## config.mk

```make
export PLATFORM = sky130hd
export DESIGN_NAME = tec_top
export DESIGN_NICKNAME = d
export VERILOG_FILES = /design/src/design/tec_pkg.sv /design/src/design/tec_prescale.sv /design/src/design/tec_top.sv
export SDC_FILE = /design/constraint.sdc
export NUM_CORES = 1
export LEC_CHECK = 0
export ABC_AREA = 0
export BUFFER_PORTS_ARGS = -buffer_cell sky130_fd_sc_hd__clkbuf_2
export CAP_MARGIN = 0
export CORE_MARGIN = 3
export CORE_UTILIZATION = 58
export CTS_BUF_LIST = sky130_fd_sc_hd__clkbuf_2 sky130_fd_sc_hd__clkbuf_4 sky130_fd_sc_hd__clkbuf_8
export DETAILED_ROUTE_END_ITERATION = 10
export PLACE_DENSITY = 0.81
export REMOVE_ABC_BUFFERS = 1
export SLEW_MARGIN = 30
export SYNTH_ARGS = -nofsm -noshare
export SYNTH_HDL_FRONTEND = slang
export SYNTH_SLANG_ARGS = --single-unit
```

## constraint.sdc

```tcl
create_clock -name MCLK_I -period 2.3 [get_ports MCLK_I]
set_input_delay 0.345 -clock MCLK_I [delete_from_list [all_inputs] [get_ports MCLK_I]]
set_output_delay 0.345 -clock MCLK_I [all_outputs]
set_load 0.01 [all_outputs]
```

## src/design/tec_pkg.sv

```systemverilog
// Notes on behaviour
// - Eight-bit counter, counts upward only.
// - Prescale code divides internal clock by 2..256.
// - Edge bit: 0 rising, 1 falling.
// - Enable bit gates all counting.
// - Mode: unused, event, timer, pulse width.
// - Tone frequency equals fint over 2(256-N).
// - Write sets preload, read returns count.
// - Event mode counts active pin edges.
// - Timer mode counts prescaled clock ticks.
// - Overflow reloads preload and sets flag.
// - Pulse mode counts between edges, clears enable.
// - Result held until enable set again.
// - Pulse start needs an edge, not level.
// - Hardware clears enable only in pulse mode.
// - Overflow is a wake-up source.
// - Cleared interrupt enable suppresses the request.
// - Write while off also loads counter.
// - Counter read blocks the counting clock.
// - Prescaler source is system or crystal clock.
// - Control resets to 0x08 on cold reset.
// - Tone pins gated by port B bit 0.
package tec_pkg;
   // Register addresses in data memory
   localparam logic [7:0] ADDR_COUNT = 8'h0d;
   localparam logic [7:0] ADDR_CTRL = 8'h0e;
   // Reset values and counter maximum
   localparam logic [7:0] CTRL_RESET = 8'h08;
   localparam logic [7:0] COUNT_RESET = 8'h00;
   localparam logic [7:0] COUNT_MAX = 8'hff;
   // Control field positions
   localparam int PRESCALE_LSB = 0;
   localparam int PRESCALE_W = 3;
   localparam int EDGE_BIT = 3;
   localparam int ENABLE_BIT = 4;
   localparam int RSVD_BIT = 5;
   localparam int MODE_LSB = 6;
   // Flag position in the interrupt control register outside
   localparam int IRQ_FLAG_BIT = 5;
   // Prescaler depth: 8 stages gives up to /256
   localparam int PRESCALE_STAGES = 8;
   // Operating modes
   localparam logic [1:0] MODE_UNUSED = 2'h0;
   localparam logic [1:0] MODE_EVENT = 2'h1;
   localparam logic [1:0] MODE_TIMER = 2'h2;
   localparam logic [1:0] MODE_PULSE = 2'h3;
   // Control register layout, msb first
   typedef struct packed {
      logic [1:0] mode;
      logic rsvd;
      logic enable;
      logic edge_fall;
      logic [PRESCALE_W-1:0] prescale;
   } tec_ctrl_t;
   // Pulse width measurement states
   typedef enum logic [0:0] {
      TEC_PW_WAIT,
      TEC_PW_COUNT
   } tec_pw_state_t;
endpackage

```

## src/design/tec_prescale.sv

```systemverilog
`timescale 1ns/1ps
`default_nettype none
module tec_prescale #(
   parameter bit USE_RTC = 1'b0
) (
   // Clock and reset
   input wire logic clk_i,
   input wire logic rst_i,
   // Crystal clock pin, asynchronous
   input wire logic rtc_clk_i,
   // Division code
   input wire logic [tec_pkg::PRESCALE_W-1:0] sel_i,
   // One-cycle tick at the divided rate
   output logic tick_o
);
   logic [2:0] rtc_sync; // Two-flop sync plus one edge stage
   logic [2:0] next_rtc_sync;
   logic [tec_pkg::PRESCALE_STAGES-1:0] div; // Free-running synchronous binary count
   logic [tec_pkg::PRESCALE_STAGES-1:0] next_div;
   logic [tec_pkg::PRESCALE_STAGES-1:0] mask;
   logic src_tick;

   // Source tick and divider next values
   always_comb begin
      next_rtc_sync = {rtc_sync[1:0], rtc_clk_i};
      // Crystal edges are counted on the system clock, so it must be far faster
      src_tick = USE_RTC ? (rtc_sync[1] & ~rtc_sync[2]) : 1'b1;
      mask = 8'hff >> (3'd7 - sel_i);
      tick_o = src_tick & (&(div | ~mask));
      next_div = src_tick ? div + 8'h01 : div;
   end

   // Register divider; cleared by reset
   always_ff @(posedge clk_i or posedge rst_i) begin
      if (rst_i) begin
         rtc_sync <= 3'h0;
         div <= 8'h00;
      end else begin
         rtc_sync <= next_rtc_sync;
         div <= next_div;
      end
   end
endmodule
`default_nettype wire

```

## src/design/tec_top.sv

```systemverilog
`timescale 1ns/1ps
`default_nettype none
module tec_top #(
   parameter bit USE_RTC = 1'b0,   // Build option: crystal feeds prescaler
   parameter bit BUZZER_OPT = 1'b1 // Build option: tone pins active
) (
   // Clock and reset
   input wire logic MCLK_I,
   input wire logic RST_I,
   // Data-memory register port
   input wire logic [7:0] ADDR_I,
   input wire logic [7:0] WDATA_I,
   input wire logic WR_I,
   input wire logic RD_I,
   output logic [7:0] RDATA_O,
   // Pins from outside, asynchronous
   input wire logic TIMER_COUNT_OR_INPUT_PIN_I,
   input wire logic RTC_CLK_I,
   // Interrupt control bits held outside
   input wire logic OVERFLOW_IRQ_ENABLE_I,
   input wire logic FLAG_CLR_I,
   output logic OVERFLOW_IRQ_FLAG_O,
   output logic OVERFLOW_IRQ_REQ_O,
   // Wake-up from halt
   output logic WAKEUP_O,
   // Tone outputs
   input wire logic PORT_B_BIT0_I,
   output logic OVERFLOW_FREQ_OUTPUT_O,
   output logic BUZZER_OUT_O,
   output logic BUZZER_OUT_N_O
);
   tec_pkg::tec_ctrl_t ctrl; // Control register
   tec_pkg::tec_ctrl_t next_ctrl;
   logic [7:0] count; // Live counter
   logic [7:0] next_count;
   logic [7:0] preload; // Reload value
   logic [7:0] next_preload;
   tec_pkg::tec_pw_state_t pw_state; // Pulse width tracker
   tec_pkg::tec_pw_state_t next_pw_state;
   logic [2:0] pin_sync; // Two-flop sync plus edge stage
   logic [2:0] next_pin_sync;
   logic [7:0] next_rdata;
   logic next_flag;
   logic next_irq_req;
   logic next_freq;
   logic next_bz;
   logic next_bz_n;
   logic fint_tick; // Prescaled internal tick
   logic rise; // Synchronised pin edges
   logic fall;
   logic act_edge; // Selected start edge
   logic ret_edge; // Edge back to original level
   logic wr_count; // Register strobes
   logic wr_ctrl;
   logic rd_block;
   logic cnt_tick; // Counter advances this cycle
   logic overflow;

   // Option check, declared ahead of its use at elaboration
   function automatic bit PRESCALE_CHECK_FAIL(input bit a, input bit b);
      return (a !== 1'b0 && a !== 1'b1) || (b !== 1'b0 && b !== 1'b1);
   endfunction

   generate
      if (PRESCALE_CHECK_FAIL(USE_RTC, BUZZER_OPT)) begin : g_bad
         $error("tec_top: unsupported option");
      end
   endgenerate

   // Prescaler on system or crystal clock
   tec_prescale #(
      .USE_RTC(USE_RTC)
   ) u_prescale (
      .clk_i(MCLK_I),
      .rst_i(RST_I),
      .rtc_clk_i(RTC_CLK_I),
      .sel_i(ctrl.prescale),
      .tick_o(fint_tick)
   );

   // Edge detection looks only at the second and third stages
   always_comb begin
      next_pin_sync = {pin_sync[1:0], TIMER_COUNT_OR_INPUT_PIN_I};
      rise = pin_sync[1] & ~pin_sync[2];
      fall = ~pin_sync[1] & pin_sync[2];
      act_edge = ctrl.edge_fall ? fall : rise;
      ret_edge = ctrl.edge_fall ? rise : fall;
   end

   // Register strobes and count tick selection
   always_comb begin
      wr_count = WR_I && (ADDR_I == tec_pkg::ADDR_COUNT);
      wr_ctrl = WR_I && (ADDR_I == tec_pkg::ADDR_CTRL);
      // Reading the counter blocks its clock; the lost count is accepted
      rd_block = RD_I && (ADDR_I == tec_pkg::ADDR_COUNT);
      case (ctrl.mode)
         tec_pkg::MODE_EVENT: cnt_tick = act_edge;
         tec_pkg::MODE_TIMER: cnt_tick = fint_tick;
         tec_pkg::MODE_PULSE: cnt_tick = fint_tick && (pw_state == tec_pkg::TEC_PW_COUNT);
         default: cnt_tick = 1'b0;
      endcase
      cnt_tick = cnt_tick && ctrl.enable && !rd_block;
      overflow = cnt_tick && (count == tec_pkg::COUNT_MAX);
   end

   // Next state of control, counter, pulse tracker and outputs
   always_comb begin
      next_ctrl = ctrl;
      next_count = count;
      next_preload = preload;
      next_pw_state = pw_state;
      // Counter: up only, reload on overflow
      if (cnt_tick) begin
         next_count = overflow ? preload : count + 8'h01;
      end
      // Pulse width tracker; leaving enable or mode rearms it
      if (!(ctrl.enable && ctrl.mode == tec_pkg::MODE_PULSE)) begin
         // A finished measurement waits here, result held, until enable is set again
         next_pw_state = tec_pkg::TEC_PW_WAIT;
      end else begin
         case (pw_state)
            tec_pkg::TEC_PW_WAIT: begin
               // Only an edge starts it, never a standing level
               if (act_edge) begin
                  next_pw_state = tec_pkg::TEC_PW_COUNT;
               end
            end
            default: begin
               if (ret_edge) begin
                  next_pw_state = tec_pkg::TEC_PW_WAIT;
                  next_ctrl.enable = 1'b0;
               end
            end
         endcase
      end
      // Register writes; a control write wins over the hardware clear
      if (wr_count) begin
         next_preload = WDATA_I;
         if (!ctrl.enable) begin
            next_count = WDATA_I;
         end
      end
      if (wr_ctrl) begin
         next_ctrl = tec_pkg::tec_ctrl_t'(WDATA_I);
         next_ctrl.rsvd = 1'b0;
      end
      // Flag: set beats clear
      next_flag = OVERFLOW_IRQ_FLAG_O;
      if (FLAG_CLR_I) begin
         next_flag = 1'b0;
      end
      if (overflow) begin
         next_flag = 1'b1;
      end
      next_irq_req = next_flag && OVERFLOW_IRQ_ENABLE_I;
      next_freq = OVERFLOW_FREQ_OUTPUT_O ^ overflow;
      next_bz = BUZZER_OPT && next_freq && PORT_B_BIT0_I;
      next_bz_n = BUZZER_OPT && !next_freq && PORT_B_BIT0_I;
      // Read data: counter, control, or zero elsewhere
      next_rdata = RDATA_O;
      if (RD_I) begin
         if (ADDR_I == tec_pkg::ADDR_COUNT) begin
            next_rdata = count;
         end else if (ADDR_I == tec_pkg::ADDR_CTRL) begin
            next_rdata = {ctrl.mode, 1'b0, ctrl.enable, ctrl.edge_fall, ctrl.prescale};
         end else begin
            next_rdata = 8'h00;
         end
      end
   end

   // Cold reset; a warm wake from halt never drives RST_I, so state is kept
   always_ff @(posedge MCLK_I or posedge RST_I) begin
      if (RST_I) begin
         ctrl <= tec_pkg::tec_ctrl_t'(tec_pkg::CTRL_RESET);
         count <= tec_pkg::COUNT_RESET;
         preload <= tec_pkg::COUNT_RESET;
         pw_state <= tec_pkg::TEC_PW_WAIT;
         pin_sync <= 3'h0;
         RDATA_O <= 8'h00;
         OVERFLOW_IRQ_FLAG_O <= 1'b0;
         OVERFLOW_IRQ_REQ_O <= 1'b0;
         WAKEUP_O <= 1'b0;
         OVERFLOW_FREQ_OUTPUT_O <= 1'b0;
         BUZZER_OUT_O <= 1'b0;
         BUZZER_OUT_N_O <= 1'b0;
      end else begin
         ctrl <= next_ctrl;
         count <= next_count;
         preload <= next_preload;
         pw_state <= next_pw_state;
         pin_sync <= next_pin_sync;
         RDATA_O <= next_rdata;
         OVERFLOW_IRQ_FLAG_O <= next_flag;
         OVERFLOW_IRQ_REQ_O <= next_irq_req;
         WAKEUP_O <= overflow;
         OVERFLOW_FREQ_OUTPUT_O <= next_freq;
         BUZZER_OUT_O <= next_bz;
         BUZZER_OUT_N_O <= next_bz_n;
      end
   end
endmodule
`default_nettype wire

```

Word level (Yosys, flattened, before mapping)
Cells that the tools add are included.
- memory bits (writable): 0
- flip-flop bits (word level): 49
- input port bits: 25
- memories kept: 0
- logic and storage cells: 70
- bits in read-only memories: 0
- latch bits: 0
- bitwise logic cells: 7
- add/sub/neg operators: 3
- shift operators: 1
- muxes and demuxes: 19
- magnitude comparators: 0
- reduce and logical (&&, ||, !) cells: 18
- div/mod/pow operators: 0
- multipliers: 0
- equality and inequality tests: 6
- operator list (cell ; number):
    2-to-1 mux 8 bit ; 6
    adder 8 x 1 -> 8 bit, second input constant ; 2
    == test 8 x 4 -> 1 bit, second input constant ; 2
    logical AND 1 bit ; 11
    2-to-1 mux 1 bit ; 11
    == test 8 bit, second input constant ; 1
    inverter 8 bit ; 1
    bitwise OR 8 bit ; 1
    AND reduction 8 bit ; 1
    right shift 8 x 3 -> 8 bit, first input constant ; 1
    nonzero test 2 bit ; 3
    2-to-1 mux 5 bit ; 1
    == test 2 bit, second input constant ; 2
    case mux 1 bit (3 select lines) ; 1
    AND reduction 3 bit ; 1
    subtractor 3 bit, first input constant ; 1
    bitwise AND 1 bit ; 2
    == test 2 x 1 -> 1 bit, second input constant ; 1
    zero test 1 bit ; 2
    inverter 1 bit ; 2
    XOR 1 bit ; 1

Logic depth before layout (Yosys ltp)
- depth in word-level cells: 14
- gate-level depth with buffers: 8

Modules after synthesis
Synthesis repeated with hierarchy kept, for this count alone.
- cells, all modules: 217
- area, all modules: 2338.5 sq um
- modules (own cells, without submodules) (module ; sequential area each (sq um) ; cells an instance ; area an instance (sq um) ; times used):
    tec_top ; 1027.2 ; 183 ; 1963.1 ; 1
    tec_prescale ; 200.2 ; 34 ; 375.4 ; 1

Least setup slack after synthesis
OpenSTA, ideal clock, no wires.
- path type: input to register
- from: input port ADDR_I[5]
- to: register OVERFLOW_IRQ_FLAG_O
- arrival time: 1954 ps
- stages: 6
- data required time: 2176 ps
- path slack: 222 ps
- setup time: 124 ps
- path buffers: 1
- cell sequence: or4_4 > nor4b_4 > nor3b_2 > and3_1 > buf_6 > or2_1
- longest elaborated chain between the ends: 6
- ends and longest elaborated chain (item ; line ; text):
    from (decl) ; tec_top.sv:11 ; input wire logic [7:0] ADDR_I,
    == test 8 x 4 -> 1 bit ; tec_top.sv:95 ; rd_block = RD_I && (ADDR_I == tec_pkg::ADDR_COUNT);
    logical AND 1 bit ; tec_top.sv:95 ;
    zero test 1 bit ; tec_top.sv:102 ; cnt_tick = cnt_tick && ctrl.enable && !rd_block;
    logical AND 1 bit ; tec_top.sv:102 ;
    logical AND 1 bit ; tec_top.sv:103 ; overflow = cnt_tick && (count == tec_pkg::COUNT_MAX);
    via overflow ; tec_top.sv:57 ; logic overflow;
    2-to-1 mux 1 bit ; tec_top.sv:152 ; if (overflow) begin
    via next_flag ; tec_top.sv:43 ; logic next_flag;
    to (signal assigned) ; tec_top.sv:194 ; OVERFLOW_IRQ_FLAG_O <= next_flag;
    to (decl) ; tec_top.sv:22 ; output logic OVERFLOW_IRQ_FLAG_O,
The timed path passes the listed nets, and every way through them passes these cells.
A chain may end at the register's enable or synchronous reset.

Final worst setup path
- from: register pin_sync[1]
- to: register count[2]
- longest elaborated chain between the ends: 11
- ends and longest elaborated chain (item ; line ; text):
    from (decl) ; tec_top.sv:40 ; logic [2:0] pin_sync;
    from (signal assigned) ; tec_top.sv:192 ; pin_sync <= next_pin_sync;
    inverter 1 bit ; tec_top.sv:85 ; fall = ~pin_sync[1] & pin_sync[2];
    bitwise AND 1 bit ; tec_top.sv:85 ;
    2-to-1 mux 1 bit * ; tec_top.sv:86 ; act_edge = ctrl.edge_fall ? fall : rise;
    case mux 1 bit (3 select lines) * ; tec_top.sv:96 ; case (ctrl.mode)
    logical AND 1 bit * (2 in series) ; tec_top.sv:102 ;
    logical AND 1 bit ; tec_top.sv:103 ;
    2-to-1 mux 8 bit ; tec_top.sv:114 ; next_count = overflow ? preload : count + 8'h01;
    2-to-1 mux 8 bit * ; tec_top.sv:113 ; if (cnt_tick) begin
    2-to-1 mux 8 bit ; tec_top.sv:139 ; if (!ctrl.enable) begin
    2-to-1 mux 8 bit * ; tec_top.sv:137 ; if (wr_count) begin
    via next_count[2] ; tec_top.sv:35 ; logic [7:0] next_count;
    to (signal assigned) ; tec_top.sv:176 ; count <= tec_pkg::COUNT_RESET;
    to (signal assigned) ; tec_top.sv:189 ; count <= next_count;
    to (decl) ; tec_top.sv:34 ; logic [7:0] count;
Mark *: on every way through the listed nets, which the timed path passes. The rest lies on a longest branch.

==> impl_metrics.csv <==
group,metric,value,unit
route,routed_wl,5.116,mm
critical_path,path_cells,"nor4bb_1, a311oi_1, nor3b_2, inv_1, a2111oi_2, o31ai_1",
floorplanning,die_area,0.004846,mm^2
floorplanning,die_w,69.62,um
placed_design,place_hpwl,3.746,mm
yosys,synth_top_cell_by_area,"dfrtp_1",
clock_tree,h-tree-depth,2,
yosys,ys_ff_latch,49,
critical_path,cp-end-kind,"register",
route,vias,1878,
grt,antenna_found_initial,0,
cells_and_area,nets,305,
clock_tree,cts_buffer_depth,2,
critical_path,max_stage_delay,0.42,ns
placed_design,place_area,0.002650,mm^2
critical_path,required,2.50,ns
status,status,"completed",
min_path,hold_class,"primary input to register",
grt,track_usage,23.20,%
cells_and_area,diodes,0,
yosys,synth_cell_types,42,
route,drtAntennaViolNets,0,
yosys,synth_warnings,0,
grt,grt-ovfl-total,0,
sta,finalHoldViolations,0,
sta,setup_violations,0,
flow_run,cap_violations,0,
floorplanning,rows,22,
route,firstDrtPassIters,4,
placed_design,numPortBuffers,37,
sta,tightest_slew,0.5891,ns
route,drc,0,
placed_design,dp_cells,319,
sta,period_needed,2.052,ns
sta,fin_setup_tns,0,ns
cells_and_area,instances_no_fill,327,
route,dr.first_iter.drc_count,155,
critical_path,critPathMaxFanout,6,
clock_tree,clock-sinks,49,
yosys,avgSynthCellArea,10.34,um^2
floorplanning,fp.dieH,69.62,um
clock_tree,cts_buffers,5,
sta,fin_skew,0.007598,ns
cells_and_area,drive_gt1_share,27.60,%
floorplanning,ios,39,
clock_tree,path_clk_slew,0.09,ns
critical_path,cp.arrival,2.25,ns
clock_tree,clockRootBuffer,"clkbuf_8",
grt,grt_pass1_vias,1837,
clock_tree,cts_setup_buffers,0,
grt,grt_pass1_wl,8.783,mm
clock_tree,clkLatencyLatePin,0.32,ns
sta,drv_slew,0,
route,via_per_inst,5.743,
clock_tree,cts_tree,"yes",
sta,max-slew-margin-rel,60.73,%
floorplanning,initial_core_util,62.24,%
floorplanning,core_area,0.003771,mm^2
sta,fmax,487.3,MHz
sta,period_share,89.22,%
yosys,netlist_area,0.002347,mm^2
yosys,synth-edff-count,0,
critical_path,start_kind,"register",
yosys,synth_area_leaders,"dfrtp_1 (51%), mux2_2 (5.8%), o21ai_0 (4.9%)",
yosys,synthCells,227,
yosys,synth-seq-area-share,52.29,%
grt,grt_max_degree,50,
yosys,synth_top_flop_cell,"dfrtp_1",
placed_design,place_congestion,0.9258,
cells_and_area,area_growth,17.43,%
sta,rsz0062_at_grt,"false",
power_and_ir_drop,static-leakage-power,0.001274,uW
critical_path,crit_type,"register to register",
route,wl_per_cell,15.65,um
cells_and_area,fin_area,0.002756,mm^2
cells_and_area,utilization,73.09,%
yosys,synthArstFlopShare,100.0,%
critical_path,cpMaxStageDelayCell,"dfrtp_1",
yosys,synth_top_cell_area_share,51.17,%
power_and_ir_drop,vdd_ir_drop_max,0.5181,mV
power_and_ir_drop,powerDensity,698.4,mW/mm^2
[cells by family (layout without fill, tap and decap cells)]
group / Yosys count / in the layout / share of synthesized area [%]
simple gates: 74 / 74 / 16.47
compound gates: 54 / 54 / 14.34
flops: 49 / 49 / 52.29
buf+inv: 20 / 72 / 3.784
mux: 18 / 18 / 8.316
xor+xnor: 10 / 10 / 3.731
fa+ha+maj: 2 / 2 / 1.066
[area by class of cell]
cell class	count	area, um^2
sequential	49	1227
multi-input combinational	158	1037
fill	297	1015
timing repair buffer	49	275.3
clock buffer	6	82.58
tap	48	60.06
inverter	15	56.30
clock inverter	2	17.52
[critical path: cells and delay by family (launching register included)]
kind,cells,cell delay [ns]
DFF,1,0.42
buffers and inverters,1,0.21
AOI/OAI and AO/OA,3,0.61
and+or+nand+nor,2,0.69
[cells in the mapped netlist, drive strengths merged (2+ instances only)]
master / instances
a21oi: 8
a22oi: 7
a31oi: 6
and3: 3
buf: 4
dfrtp: 48
ha: 2
inv: 15
mux2: 12
mux2i: 6
nand2: 27
nand2b: 2
nand3: 10
nor2: 13
nor2b: 5
nor3: 3
nor4: 3
o21ai: 23
o31ai: 2
xnor2: 5
xor2: 5
[worst paths after layout]
path	from	endpoint	slack, ns	cells after the start
max in group asynchronous	RST_I	preload[6]	1.75	3
min in group asynchronous	RST_I	u_prescale.div[1]	0.15	3
min reg2reg	pin_sync[0]	pin_sync[1]	0.36	0
max reg2reg	pin_sync[1]	count[2]	0.25	6
max	pin_sync[1]	count[2]	0.25	6
min	TIMER_COUNT_OR_INPUT_PIN_I	pin_sync[0]	0.13	1
[power breakdown]
part / total, uW / switching, uW / leakage, uW / internal, uW
Sequential: 1050 / 115 / 0.000623 / 935
Clock: 553 / 303 / 0.0000518 / 250
Combinational: 322 / 175 / 0.000599 / 147
Total: 1930 / 593 / 0.00127 / 1330
[state kept, by name (all words and copies together), names as in the netlist, 3 cells and up]
name	count
ctrl	7
RDATA_O	8
preload	8
pin_sync	3
count	8
u_prescale.div	8
[through the flow]
stage	setup slack (ns)	total power (uW)	hold WS (ns)
after floorplan	0.1459	1256	0.3312
after global placement	0.2184	1356	0.3339
after detailed placement	0.1535	1375	0.3355
after CTS	0.1317	1921	0.1300
after global routing	0.03390	2029	0.1211
final	0.2479	1925	0.1340
[layout by cell type, fill, tap and decap left out, drive strengths merged, types with 2 or more instances in the layout]
| master | Yosys | final |
|---|---|---|
| nand3 | 10 | 10 |
| o21ai | 23 | 23 |
| mux2 | 12 | 12 |
| and3 | 3 | 3 |
| xor2 | 5 | 5 |
| a31oi | 6 | 6 |
| nand2b | 2 | 2 |
| mux2i | 6 | 6 |
| nand2 | 27 | 27 |
| ha | 2 | 2 |
| buf | 4 | 12 |
| xnor2 | 5 | 5 |
| a22oi | 7 | 7 |
| nor4 | 3 | 3 |
| dfrtp | 48 | 48 |
| clkbuf | 1 | 43 |
| a21oi | 8 | 8 |
| nor2 | 13 | 13 |
| inv | 15 | 16 |
| nor2b | 5 | 5 |
| nor3 | 3 | 3 |
| o31ai | 2 | 2 |
[metal layers]
layer | global-route usage [%] | wire length (um) | up-vias
met5 | 0 | 0 | -
met3 | 6.087 | 377 | 10
met1 | 32.01 | 2233 | 895
met2 | 35.70 | 2403 | 68
met4 | 7.872 | 101 | 0
li1 | - | - | 905
[timing repair]
action,4_1_cts,5_1_grt
endpoints found under the setup margin,0,1
gates resized for setup,0,2
hold buffers,0,0
Power figures use the tool's default switching activity.
